<file path="src/design/dac_loader_regs.svh">
// Purpose: offsets, field positions and reset values of the serial loader
// Assumes: byte addresses on a 32-bit AXI4-Lite bus
// Notes: definitions only
`ifndef DAC_LOADER_REGS_SVH
`define DAC_LOADER_REGS_SVH

`define CTRL_OFFSET 8'h00
`define STATUS_OFFSET 8'h04
`define INLATCH_BASE 8'h10
`define CONV_BASE 8'h20
`define CTRL_RESET 32'h0000_0001
`define CTRL_ENABLE_POS 0
`define STATUS_ACCEPT_LSB 0
`define STATUS_REJECT_LSB 8
`define STATUS_OVERRUN_POS 16
`define STATUS_ACTIVE_POS 17
`define WORD_BITS 16
`define CODE_MSB 15
`define CODE_LSB 4
`define ADDR_HI_POS 3
`define ADDR_LO_POS 2
`define LATCH_SEL_HI_POS 1
`define LATCH_SEL_LO_POS 0
`define LAST_BIT_COUNT 4'hf
`define RESP_OKAY 2'h0
`define RESP_SLVERR 2'h2

`endif

</file>
<file path="src/design/dac_loader_pkg.sv">
// Purpose: shared types of the serial loader
// Assumes: nothing beyond the header of constants
// Notes: gray-coded frame states
package dac_loader_pkg;
  typedef logic [11:0] code_t;
  typedef logic [1:0] latch_sel_t;
  typedef logic [15:0] word_t;
  typedef enum logic [1:0] {
    FRAME_IDLE = 2'h0,
    FRAME_SHIFT = 2'h1,
    FRAME_HOLD = 2'h3
  } frame_state_t;
endpackage : dac_loader_pkg

</file>
<file path="src/design/latch_word_if.sv">
// Purpose: valid/ready carrier of one accepted word (code and latch select)
// Assumes: single clock domain
// Notes: src drives the word, snk drives ready
`timescale 1ns/1ps
interface latch_word_if
  import dac_loader_pkg::*;
  ();
  logic valid;
  logic ready;
  code_t code;
  latch_sel_t sel;
  modport src (output valid, output code, output sel, input ready);
  modport snk (input valid, input code, input sel, output ready);
endinterface : latch_word_if

</file>
<file path="src/design/word_buffer.sv">
// Purpose: two-entry buffer between word acceptance and the input latches
// Assumes: one clock, synchronous active-low reset
// Notes: full and empty are exact; ready drops only when both entries hold
`timescale 1ns/1ps
module word_buffer
  import dac_loader_pkg::*;
#(
  parameter int DEPTH = 2
)
(
  // clock and reset
  input wire logic aclk,
  input wire logic aresetn,
  // filling side
  latch_word_if.snk fill,
  // draining side
  latch_word_if.src drain
);
  localparam int PW = $clog2(DEPTH);
  logic [13:0] mem [DEPTH];
  logic [PW-1:0] wr_ptr;
  logic [PW-1:0] rd_ptr;
  logic [PW:0] count;
  logic do_wr;
  logic do_rd;

  assign do_wr = fill.valid && fill.ready;
  assign do_rd = drain.valid && drain.ready;
  // compare at the counter's own width; a narrower cast would wrap DEPTH to zero
  assign fill.ready = (count != (PW + 1)'(DEPTH));
  assign drain.valid = (count != '0);
  assign drain.code = mem[rd_ptr][13:2];
  assign drain.sel = mem[rd_ptr][1:0];

  always_ff @(posedge aclk)
  begin
    if (do_wr)
    begin
      mem[wr_ptr] <= {fill.code, fill.sel};
    end
  end

  always_ff @(posedge aclk)
  begin
    if (!aresetn)
    begin
      wr_ptr <= '0;
      rd_ptr <= '0;
      count <= '0;
    end
    else
    begin
      if (do_wr)
      begin
        wr_ptr <= (wr_ptr == PW'(DEPTH - 1)) ? '0 : wr_ptr + 1'b1;
      end
      if (do_rd)
      begin
        rd_ptr <= (rd_ptr == PW'(DEPTH - 1)) ? '0 : rd_ptr + 1'b1;
      end
      if (do_wr && !do_rd)
      begin
        count <= count + 1'b1;
      end
      else if (do_rd && !do_wr)
      begin
        count <= count - 1'b1;
      end
    end
  end

  property p_no_overfill;
    @(posedge aclk) disable iff (!aresetn)
    !fill.ready |-> count == (PW + 1)'(DEPTH);
  endproperty
  a_no_overfill: assert property (p_no_overfill)
    else $error("buffer refused while not full");
endmodule : word_buffer

</file>
<file path="src/design/quad_dac_serial_loader.sv">
// Purpose: serial loader and latches of a quad 12-bit converter, AXI4-Lite view
// Assumes: pins come from another domain; link clock far slower than aclk
// Notes: clear and update act three aclk cycles after the pin moves
// What this block does
// - sample serial input on each falling shift clock edge while framed
// - word is 12-bit code, two address bits, two latch-select bits, MSB first
// - shift register top bit drives the serial output for chaining
// - after sixteen bits compare word bits 3:2 to address pins; drop mismatch
// - bits 1:0 pick input latch: 0 A, 1 B, 2 C, 3 D
// - update strobe low loads all converter latches from input latches together
// - clear low forces every converter latch to zero
// - clear leaves input latches untouched so update restores codes
// - top two code bits decode to three segment switches, ten bits to ladder
// - code is plain unsigned binary, zero to 4095/4096 of reference
// - frame strobe low enables shifting; load on sixteenth falling edge
// - mismatched words still pass through to the serial output
//
// Design decisions made here: the AXI4-Lite register port and the register offsets.
`include "dac_loader_regs.svh"
`timescale 1ns/1ps
module quad_dac_serial_loader
  import dac_loader_pkg::*;
#(
  parameter int ADDR_W = 8
)
(
  // clock and reset
  input wire logic aclk,
  input wire logic aresetn,
  // serial pins
  input wire logic frame_strobe_n,
  input wire logic shift_clock,
  input wire logic serial_in,
  output logic serial_out,
  input wire logic update_strobe_n,
  input wire logic clear_n,
  input wire logic addr_pin_lo,
  input wire logic addr_pin_hi,
  // converter switch drive
  output logic [3:0][11:0] conv_code,
  output logic [3:0][2:0] seg_sw,
  output logic [3:0][9:0] ladder_sw,
  // axi4-lite write
  input wire logic [ADDR_W-1:0] awaddr,
  input wire logic awvalid,
  output logic awready,
  input wire logic [31:0] wdata,
  input wire logic [3:0] wstrb,
  input wire logic wvalid,
  output logic wready,
  output logic [1:0] bresp,
  output logic bvalid,
  input wire logic bready,
  // axi4-lite read
  input wire logic [ADDR_W-1:0] araddr,
  input wire logic arvalid,
  output logic arready,
  output logic [31:0] rdata,
  output logic [1:0] rresp,
  output logic rvalid,
  input wire logic rready
);
  // thermometer: each set bit steers a quarter of the reference
  function automatic logic [2:0] seg_decode(input logic [1:0] top);
    seg_decode = 3'((4'h1 << top) - 4'h1);
  endfunction : seg_decode

  function automatic logic is_mapped(input logic [ADDR_W-1:0] a);
    is_mapped = (a == `CTRL_OFFSET) || (a == `STATUS_OFFSET)
      || (a[7:4] == 4'(`INLATCH_BASE >> 4)) || (a[7:4] == 4'(`CONV_BASE >> 4));
  endfunction : is_mapped

  logic [6:0] sync1;
  logic [6:0] sync2;
  logic clk_prev;
  logic fs_n_s;
  logic sclk_s;
  logic serial_in_s;
  logic upd_n_s;
  logic clr_n_s;
  logic [1:0] addr_s;
  logic fall;
  frame_state_t state;
  logic [3:0] bit_cnt;
  word_t shift_reg;
  word_t next_word;
  logic word_done;
  logic match;
  logic pend_valid;
  code_t pend_code;
  latch_sel_t pend_sel;
  logic overrun;
  logic [7:0] accept_cnt;
  logic [7:0] reject_cnt;
  logic [31:0] ctrl;
  code_t inlatch [4];
  logic [ADDR_W-1:0] aw_addr;
  logic [31:0] w_data;
  logic [3:0] w_strb;
  logic wr_fire;
  logic ovr_clear;

  latch_word_if fill_if ();
  latch_word_if drain_if ();

  word_buffer #(.DEPTH(2)) u_buffer (
    .aclk(aclk),
    .aresetn(aresetn),
    .fill(fill_if),
    .drain(drain_if)
  );

  // every pin is asynchronous to aclk
  always_ff @(posedge aclk)
  begin
    if (!aresetn)
    begin
      sync1 <= 7'h69;
      sync2 <= 7'h69;
      clk_prev <= 1'b0;
    end
    else
    begin
      sync1 <= {addr_pin_hi, addr_pin_lo, clear_n, update_strobe_n, serial_in,
                shift_clock, frame_strobe_n};
      sync2 <= sync1;
      clk_prev <= sync2[1];
    end
  end

  assign fs_n_s = sync2[0];
  assign sclk_s = sync2[1];
  assign serial_in_s = sync2[2];
  assign upd_n_s = sync2[3];
  assign clr_n_s = sync2[4];
  assign addr_s = sync2[6:5];
  assign fall = clk_prev && !sclk_s;
  // msb arrives first, so shifting left lands it at bit 15
  assign next_word = {shift_reg[14:0], serial_in_s};
  assign match = next_word[`ADDR_HI_POS:`ADDR_LO_POS] == addr_s;

  always_ff @(posedge aclk)
  begin
    if (!aresetn)
    begin
      state <= FRAME_IDLE;
      bit_cnt <= 4'h0;
      word_done <= 1'b0;
    end
    else
    begin
      word_done <= 1'b0;
      unique case (state)
        FRAME_IDLE:
        begin
          bit_cnt <= 4'h0;
          if (!fs_n_s && ctrl[`CTRL_ENABLE_POS])
          begin
            state <= FRAME_SHIFT;
          end
        end
        FRAME_SHIFT:
        begin
          if (fs_n_s)
          begin
            state <= FRAME_IDLE;
          end
          else if (fall)
          begin
            bit_cnt <= bit_cnt + 4'h1;
            if (bit_cnt == `LAST_BIT_COUNT)
            begin
              word_done <= 1'b1;
              state <= FRAME_HOLD;
            end
          end
        end
        FRAME_HOLD:
        begin
          if (fs_n_s)
          begin
            state <= FRAME_IDLE;
          end
        end
      endcase
    end
  end

  // shifting continues past sixteen so chained words pass through
  always_ff @(posedge aclk)
  begin
    if (!aresetn)
    begin
      shift_reg <= 16'h0000;
      serial_out <= 1'b0;
    end
    else
    begin
      if (state != FRAME_IDLE && !fs_n_s && fall)
      begin
        shift_reg <= next_word;
      end
      serial_out <= shift_reg[15];
    end
  end

  // word held until the buffer takes it; a second word meanwhile is lost
  always_ff @(posedge aclk)
  begin
    if (!aresetn)
    begin
      pend_valid <= 1'b0;
      pend_code <= 12'h000;
      pend_sel <= 2'h0;
      accept_cnt <= 8'h00;
      reject_cnt <= 8'h00;
      overrun <= 1'b0;
    end
    else
    begin
      if (fill_if.valid && fill_if.ready)
      begin
        pend_valid <= 1'b0;
      end
      if (ovr_clear)
      begin
        overrun <= 1'b0;
      end
      if (state == FRAME_SHIFT && !fs_n_s && fall && bit_cnt == `LAST_BIT_COUNT)
      begin
        if (!match)
        begin
          reject_cnt <= reject_cnt + 8'h01;
        end
        else if (pend_valid && !fill_if.ready)
        begin
          overrun <= 1'b1;
        end
        else
        begin
          pend_valid <= 1'b1;
          pend_code <= next_word[`CODE_MSB:`CODE_LSB];
          pend_sel <= next_word[`LATCH_SEL_HI_POS:`LATCH_SEL_LO_POS];
          accept_cnt <= accept_cnt + 8'h01;
        end
      end
    end
  end

  assign fill_if.valid = pend_valid;
  assign fill_if.code = pend_code;
  assign fill_if.sel = pend_sel;
  // input latches hold still while an update copies them
  assign drain_if.ready = upd_n_s;

  always_ff @(posedge aclk)
  begin
    if (!aresetn)
    begin
      for (int i = 0; i < 4; i++)
      begin
        inlatch[i] <= 12'h000;
      end
    end
    else if (drain_if.valid && drain_if.ready)
    begin
      inlatch[drain_if.sel] <= drain_if.code;
    end
  end

  // low ten code bits go straight to the ladder as unsigned binary
  always_ff @(posedge aclk)
  begin
    if (!aresetn)
    begin
      conv_code <= '0;
      seg_sw <= '0;
      ladder_sw <= '0;
    end
    else
    begin
      for (int i = 0; i < 4; i++)
      begin
        if (!clr_n_s)
        begin
          conv_code[i] <= 12'h000;
          seg_sw[i] <= seg_decode(2'h0);
          ladder_sw[i] <= 10'h000;
        end
        else if (!upd_n_s)
        begin
          conv_code[i] <= inlatch[i];
          seg_sw[i] <= seg_decode(inlatch[i][11:10]);
          ladder_sw[i] <= inlatch[i][9:0];
        end
      end
    end
  end

  assign wr_fire = !awready && !wready && !bvalid;
  assign ovr_clear = wr_fire && aw_addr == `STATUS_OFFSET && w_strb[2]
    && w_data[`STATUS_OVERRUN_POS];

  always_ff @(posedge aclk)
  begin
    if (!aresetn)
    begin
      awready <= 1'b1;
      wready <= 1'b1;
      bvalid <= 1'b0;
      bresp <= `RESP_OKAY;
      aw_addr <= '0;
      w_data <= 32'h0000_0000;
      w_strb <= 4'h0;
      ctrl <= `CTRL_RESET;
    end
    else
    begin
      if (awvalid && awready)
      begin
        awready <= 1'b0;
        aw_addr <= awaddr;
      end
      if (wvalid && wready)
      begin
        wready <= 1'b0;
        w_data <= wdata;
        w_strb <= wstrb;
      end
      if (wr_fire)
      begin
        bvalid <= 1'b1;
        bresp <= is_mapped(aw_addr) ? `RESP_OKAY : `RESP_SLVERR;
        if (aw_addr == `CTRL_OFFSET && w_strb[0])
        begin
          ctrl[`CTRL_ENABLE_POS] <= w_data[`CTRL_ENABLE_POS];
        end
      end
      if (bvalid && bready)
      begin
        bvalid <= 1'b0;
        awready <= 1'b1;
        wready <= 1'b1;
      end
    end
  end

  always_ff @(posedge aclk)
  begin
    if (!aresetn)
    begin
      arready <= 1'b1;
      rvalid <= 1'b0;
      rdata <= 32'h0000_0000;
      rresp <= `RESP_OKAY;
    end
    else if (arvalid && arready)
    begin
      arready <= 1'b0;
      rvalid <= 1'b1;
      rresp <= is_mapped(araddr) ? `RESP_OKAY : `RESP_SLVERR;
      rdata <= 32'h0000_0000;
      if (araddr == `CTRL_OFFSET)
      begin
        rdata <= ctrl;
      end
      else if (araddr == `STATUS_OFFSET)
      begin
        rdata <= {14'h0, state != FRAME_IDLE, overrun, reject_cnt, accept_cnt};
      end
      else if (araddr[7:4] == 4'(`INLATCH_BASE >> 4))
      begin
        rdata <= {20'h00000, inlatch[araddr[3:2]]};
      end
      else if (araddr[7:4] == 4'(`CONV_BASE >> 4))
      begin
        rdata <= {20'h00000, conv_code[araddr[3:2]]};
      end
    end
    else if (rvalid && rready)
    begin
      rvalid <= 1'b0;
      arready <= 1'b1;
    end
  end

  property p_sample;
    @(posedge aclk) disable iff (!aresetn)
    (state != FRAME_IDLE && !fs_n_s && fall) |=> shift_reg == $past(next_word);
  endproperty
  a_sample: assert property (p_sample)
    else $error("serial bit not shifted on falling edge");

  property p_chain_out;
    @(posedge aclk) disable iff (!aresetn)
    (state != FRAME_IDLE && !fs_n_s && fall) |=> ##1 serial_out == $past(next_word[15], 2);
  endproperty
  a_chain_out: assert property (p_chain_out)
    else $error("serial output not following shift register");

  property p_reject;
    @(posedge aclk) disable iff (!aresetn)
    (state == FRAME_SHIFT && !fs_n_s && fall && bit_cnt == 4'hf && !match)
      |=> reject_cnt == $past(reject_cnt) + 8'h01 && $stable(pend_code);
  endproperty
  a_reject: assert property (p_reject)
    else $error("mismatched word was not discarded");

  property p_select;
    @(posedge aclk) disable iff (!aresetn)
    (drain_if.valid && drain_if.ready) |=> inlatch[$past(drain_if.sel)] == $past(drain_if.code);
  endproperty
  a_select: assert property (p_select)
    else $error("word landed in wrong input latch");

  property p_update;
    @(posedge aclk) disable iff (!aresetn)
    (clr_n_s && !upd_n_s) |=> conv_code[0] == $past(inlatch[0])
      && conv_code[3] == $past(inlatch[3]);
  endproperty
  a_update: assert property (p_update)
    else $error("update did not copy input latches");

  property p_clear;
    @(posedge aclk) disable iff (!aresetn)
    !clr_n_s |=> conv_code == '0 && seg_sw == '0 && ladder_sw == '0;
  endproperty
  a_clear: assert property (p_clear)
    else $error("clear did not zero converter latches");

  property p_clear_keeps;
    @(posedge aclk) disable iff (!aresetn)
    (!clr_n_s && !(drain_if.valid && drain_if.ready)) |=> inlatch[1] == $past(inlatch[1]);
  endproperty
  a_clear_keeps: assert property (p_clear_keeps)
    else $error("clear disturbed an input latch");

  property p_segments;
    @(posedge aclk) disable iff (!aresetn)
    seg_sw[2] == seg_decode(conv_code[2][11:10]) && ladder_sw[2] == conv_code[2][9:0];
  endproperty
  a_segments: assert property (p_segments)
    else $error("switch drive disagrees with converter code");

  property p_sixteenth;
    @(posedge aclk) disable iff (!aresetn)
    $rose(word_done) |-> $past(bit_cnt) == 4'hf && $past(fall);
  endproperty
  a_sixteenth: assert property (p_sixteenth)
    else $error("word completed on wrong edge");
endmodule : quad_dac_serial_loader

</file>
<file path="config.mk">
export PLATFORM = sky130hd
export DESIGN_NAME = quad_dac_serial_loader
export DESIGN_NICKNAME = d
export VERILOG_FILES = /design/src/design/dac_loader_pkg.sv /design/src/design/latch_word_if.sv /design/src/design/word_buffer.sv /design/src/design/quad_dac_serial_loader.sv
export VERILOG_INCLUDE_DIRS = /design/src /design/src/design
export SDC_FILE = /design/constraint.sdc
export NUM_CORES = 1
export LEC_CHECK = 0
export BUFFER_PORTS_ARGS = -buffer_cell sky130_fd_sc_hd__buf_2
export CAP_MARGIN = 20
export CORE_MARGIN = 2
export CORE_UTILIZATION = 40
export DETAILED_ROUTE_END_ITERATION = 10
export PLACE_DENSITY = 0.72
export SLEW_MARGIN = 20
export SYNTH_ARGS = -nofsm -noshare
export SYNTH_HDL_FRONTEND = slang
export SYNTH_SLANG_ARGS = --single-unit
export TNS_END_PERCENT = 5
</file>
<file path="constraint.sdc">
create_clock -name aclk -period 2.9 [get_ports aclk]
set_clock_uncertainty 0.15 [all_clocks]
set_input_delay 0.87 -clock aclk [delete_from_list [all_inputs] [get_ports aclk]]
set_output_delay 0.87 -clock aclk [all_outputs]
set_load 0.05 [all_outputs]
</file>
==> impl_metrics.ini <==
[cts]
clock-sinks = 249
numCtsBuffers = 27
cts_resized = 0
insertion_delay_ns = 0.54
htreeDepth = 1
cts_hold_buffers = 0
cts_tree = done
root_buffer = clkbuf_16
postCtsSetupRepairBufs = 0
clkTransAtPathRegs_ns = 0.06
clk_path_buf_depth = 3

[setup_path]
reg2reg_to = reject_cnt[4]$_SDFFE_PN0P_
worstPathRequired_ns = 1.88
cp-start-kind = flip-flop
crit_path_top_delay_cell = dfxtp_1
max_stage_delay_ns = 0.55
cp-end-kind = output pin
r2r-start = state[0]$_SDFFE_PN0P_
r2r_setup_slack_ns = 0.58
cp_cell_sequence = buf_2
cp_num_buf_inv = 1
crit_arrival_ns = 1.42
critical_path.max_fanout = 12
cp_top_family = flip-flops
critPathKind = flip-flop to output pin
reg2regPathDepth = 4

[timing]
finalCriticalPeriod_ns = 2.44
max-slew-margin-rel_pct = 31.3
rsz0062_at_grt = no
fmax_mhz = 410
setup_viol = 0
tns_ns = 0
worst_pin_slew_ns = 1.03
finalHoldViolCount = 0
fin_crit_sh_pct = 84.2
slew_viol_final = 0

[logic_synthesis]
synth_flop_cell = dfxtp_1
synth_area_leaders = dfxtp_1, edfxtp_1, mux2i_1
async_flop_share_pct = 0
synth_commonest_cells = dfxtp_1, nor2_1, nand2_1
seq_area_frac_synth_pct = 54.6
synth-seq-cells = 249
synth_area_um2 = 10500
synth_cell_type_count = 54
yosys_warnings = 0
avgSynthCellArea_um2 = 10.2
synth_edf_count = 76
synth.most_common_cell = dfxtp_1
syn_inst = 1032
synth_top_area_share_pct = 32.9
yosysTopAreaCell = dfxtp_1

[global_routing]
grt_use_total_pct = 16.8
grt_max_degree = 84
overflow = 0
antenna_found_initial = 0
grt_pass1_wl_um = 38600
grt_pass1_vias = 7172

[final_layout]
ff_latch_area_um2 = 5750
multi_input_area_um2 = 4120
fin_nets = 1207
fill_cells = 2353
drive_gt1_share_pct = 22.0
antennaDiodeCount = 0
syn2layout_area_growth_pct = 16.7
top_regs = conv_code (48), inlatch (48), u_buffer.mem (28)
fin_cells = 1493

[pwr]
powerDensity_nw_per_um2 = 661
vdd_drop_max_mv = 0.433
leakagePower_uw = 0.00507

[drt]
wl_um = 23900
drtIter0Drc = 619
antenna_left = 0
wl_per_cell_um = 16.0
drt-pass1-iter-count = 5
vias = 7708
vias_per_cell = 5.16
drc = 0

[run_status]
status = completed

[die]
die_w_um = 166
die_h_um = 166
core_area_um2 = 25900
start_util_pct = 40.6
pin_count = 208
rows = 59
die_area_um2 = 27600

[hold_path]
holdPathStages = 1
hold_path.class = flip-flop to flip-flop
holdPathEnd = sync2[3]$_SDFF_PN1_
hp-start = sync1[3]$_SDFF_PN1_

[placement]
hpwl_um = 16400
gp_routability_congestion = 0.815
port_buffers = 159
dp.cells = 1443

[flow_run]
drv_cap = 0
[cell usage in the layout (no fill, tap or decap), types with 24 or more instances in the layout]
| master | netlist | final |
|---|---|---|
| a21oi_1 | 72 | 72 |
| buf_2 | 5 | 159 |
| buf_4 | 57 | 24 |
| clkbuf_16 | 0 | 27 |
| dfxtp_1 | 173 | 172 |
| edfxtp_1 | 76 | 76 |
| mux2i_1 | 90 | 90 |
| nand2_1 | 132 | 131 |
| nand2b_1 | 25 | 25 |
| nor2_1 | 133 | 133 |
[power by group]
part	leakage, µW	internal, µW	switching (µW)
logic	0.00241	223	465
clock network	0.000463	2210	1400
registers	0.00220	3710	100
total	0.00507	6140	1960
[area by class of cell]
cell class,count,share of cell area [%]
clock inverters,18,1.87
well taps,335,3.42
multi-input cells,663,33.5
flip-flops and latches,249,46.9
clock buffers,32,5.82
inverters,12,0.367
repair buffers,184,8.12
[how the worst max path moves through the flow]
stage | from | endpoint | slack (ns) | cells past startpoint
final | awready$_SDFFE_PP1P_ | awready | 0.46 | 1
after global routing | awready$_SDFFE_PP1P_ | awready | 0.37 | 1
after CTS | awready$_SDFFE_PP1P_ | awready | 0.44 | 1
after detailed placement | araddr[2] | rdata[5]$_SDFFE_PN0P_ | 0.23 | 5
after global placement | araddr[2] | rdata[4]$_SDFFE_PN0P_ | 0.27 | 5
after floorplan | flip-flop | inlatch[3][0]$_DFFE_PP_ | 0.21 | 4
[stage by stage]
stage | cell area [µm²] | hold slack (ns) | utilization [%] | power, µW | setup slack (ns)
floorplan | 10600 | 0.236 | - | 4380 | 0.206
global placement | 11300 | 0.245 | 43.7 | 4560 | 0.275
detailed placement | 11300 | 0.246 | 43.7 | 4570 | 0.226
CTS | 12300 | 0.263 | 47.3 | 8180 | 0.439
global route | 12300 | 0.281 | 47.3 | 8420 | 0.371
finish | 12300 | 0.258 | 47.3 | 8110 | 0.459
[per-layer routing]
| layer | track usage [%] | wire length, µm |
|---|---|---|
| met5 | 0 | 0 |
| met4 | 5.10 | 565 |
| met2 | 27.9 | 11400 |
| met1 | 22.7 | 10600 |
| met3 | 2.84 | 1360 |
[logic make-up after synthesis]
group | Yosys count | synth area share, %
AND/OR/NAND/NOR | 376 | 16.3
flip-flops | 249 | 54.6
AO/OA/AOI/OAI | 155 | 9.47
buffers and inverters | 135 | 6.98
multiplexers | 103 | 11.4
XOR/XNOR | 9 | 0.750
adder cells (fa/ha/maj) | 4 | 0.476
other | 1 | 0.0357
Power figures use the tool's default switching activity.
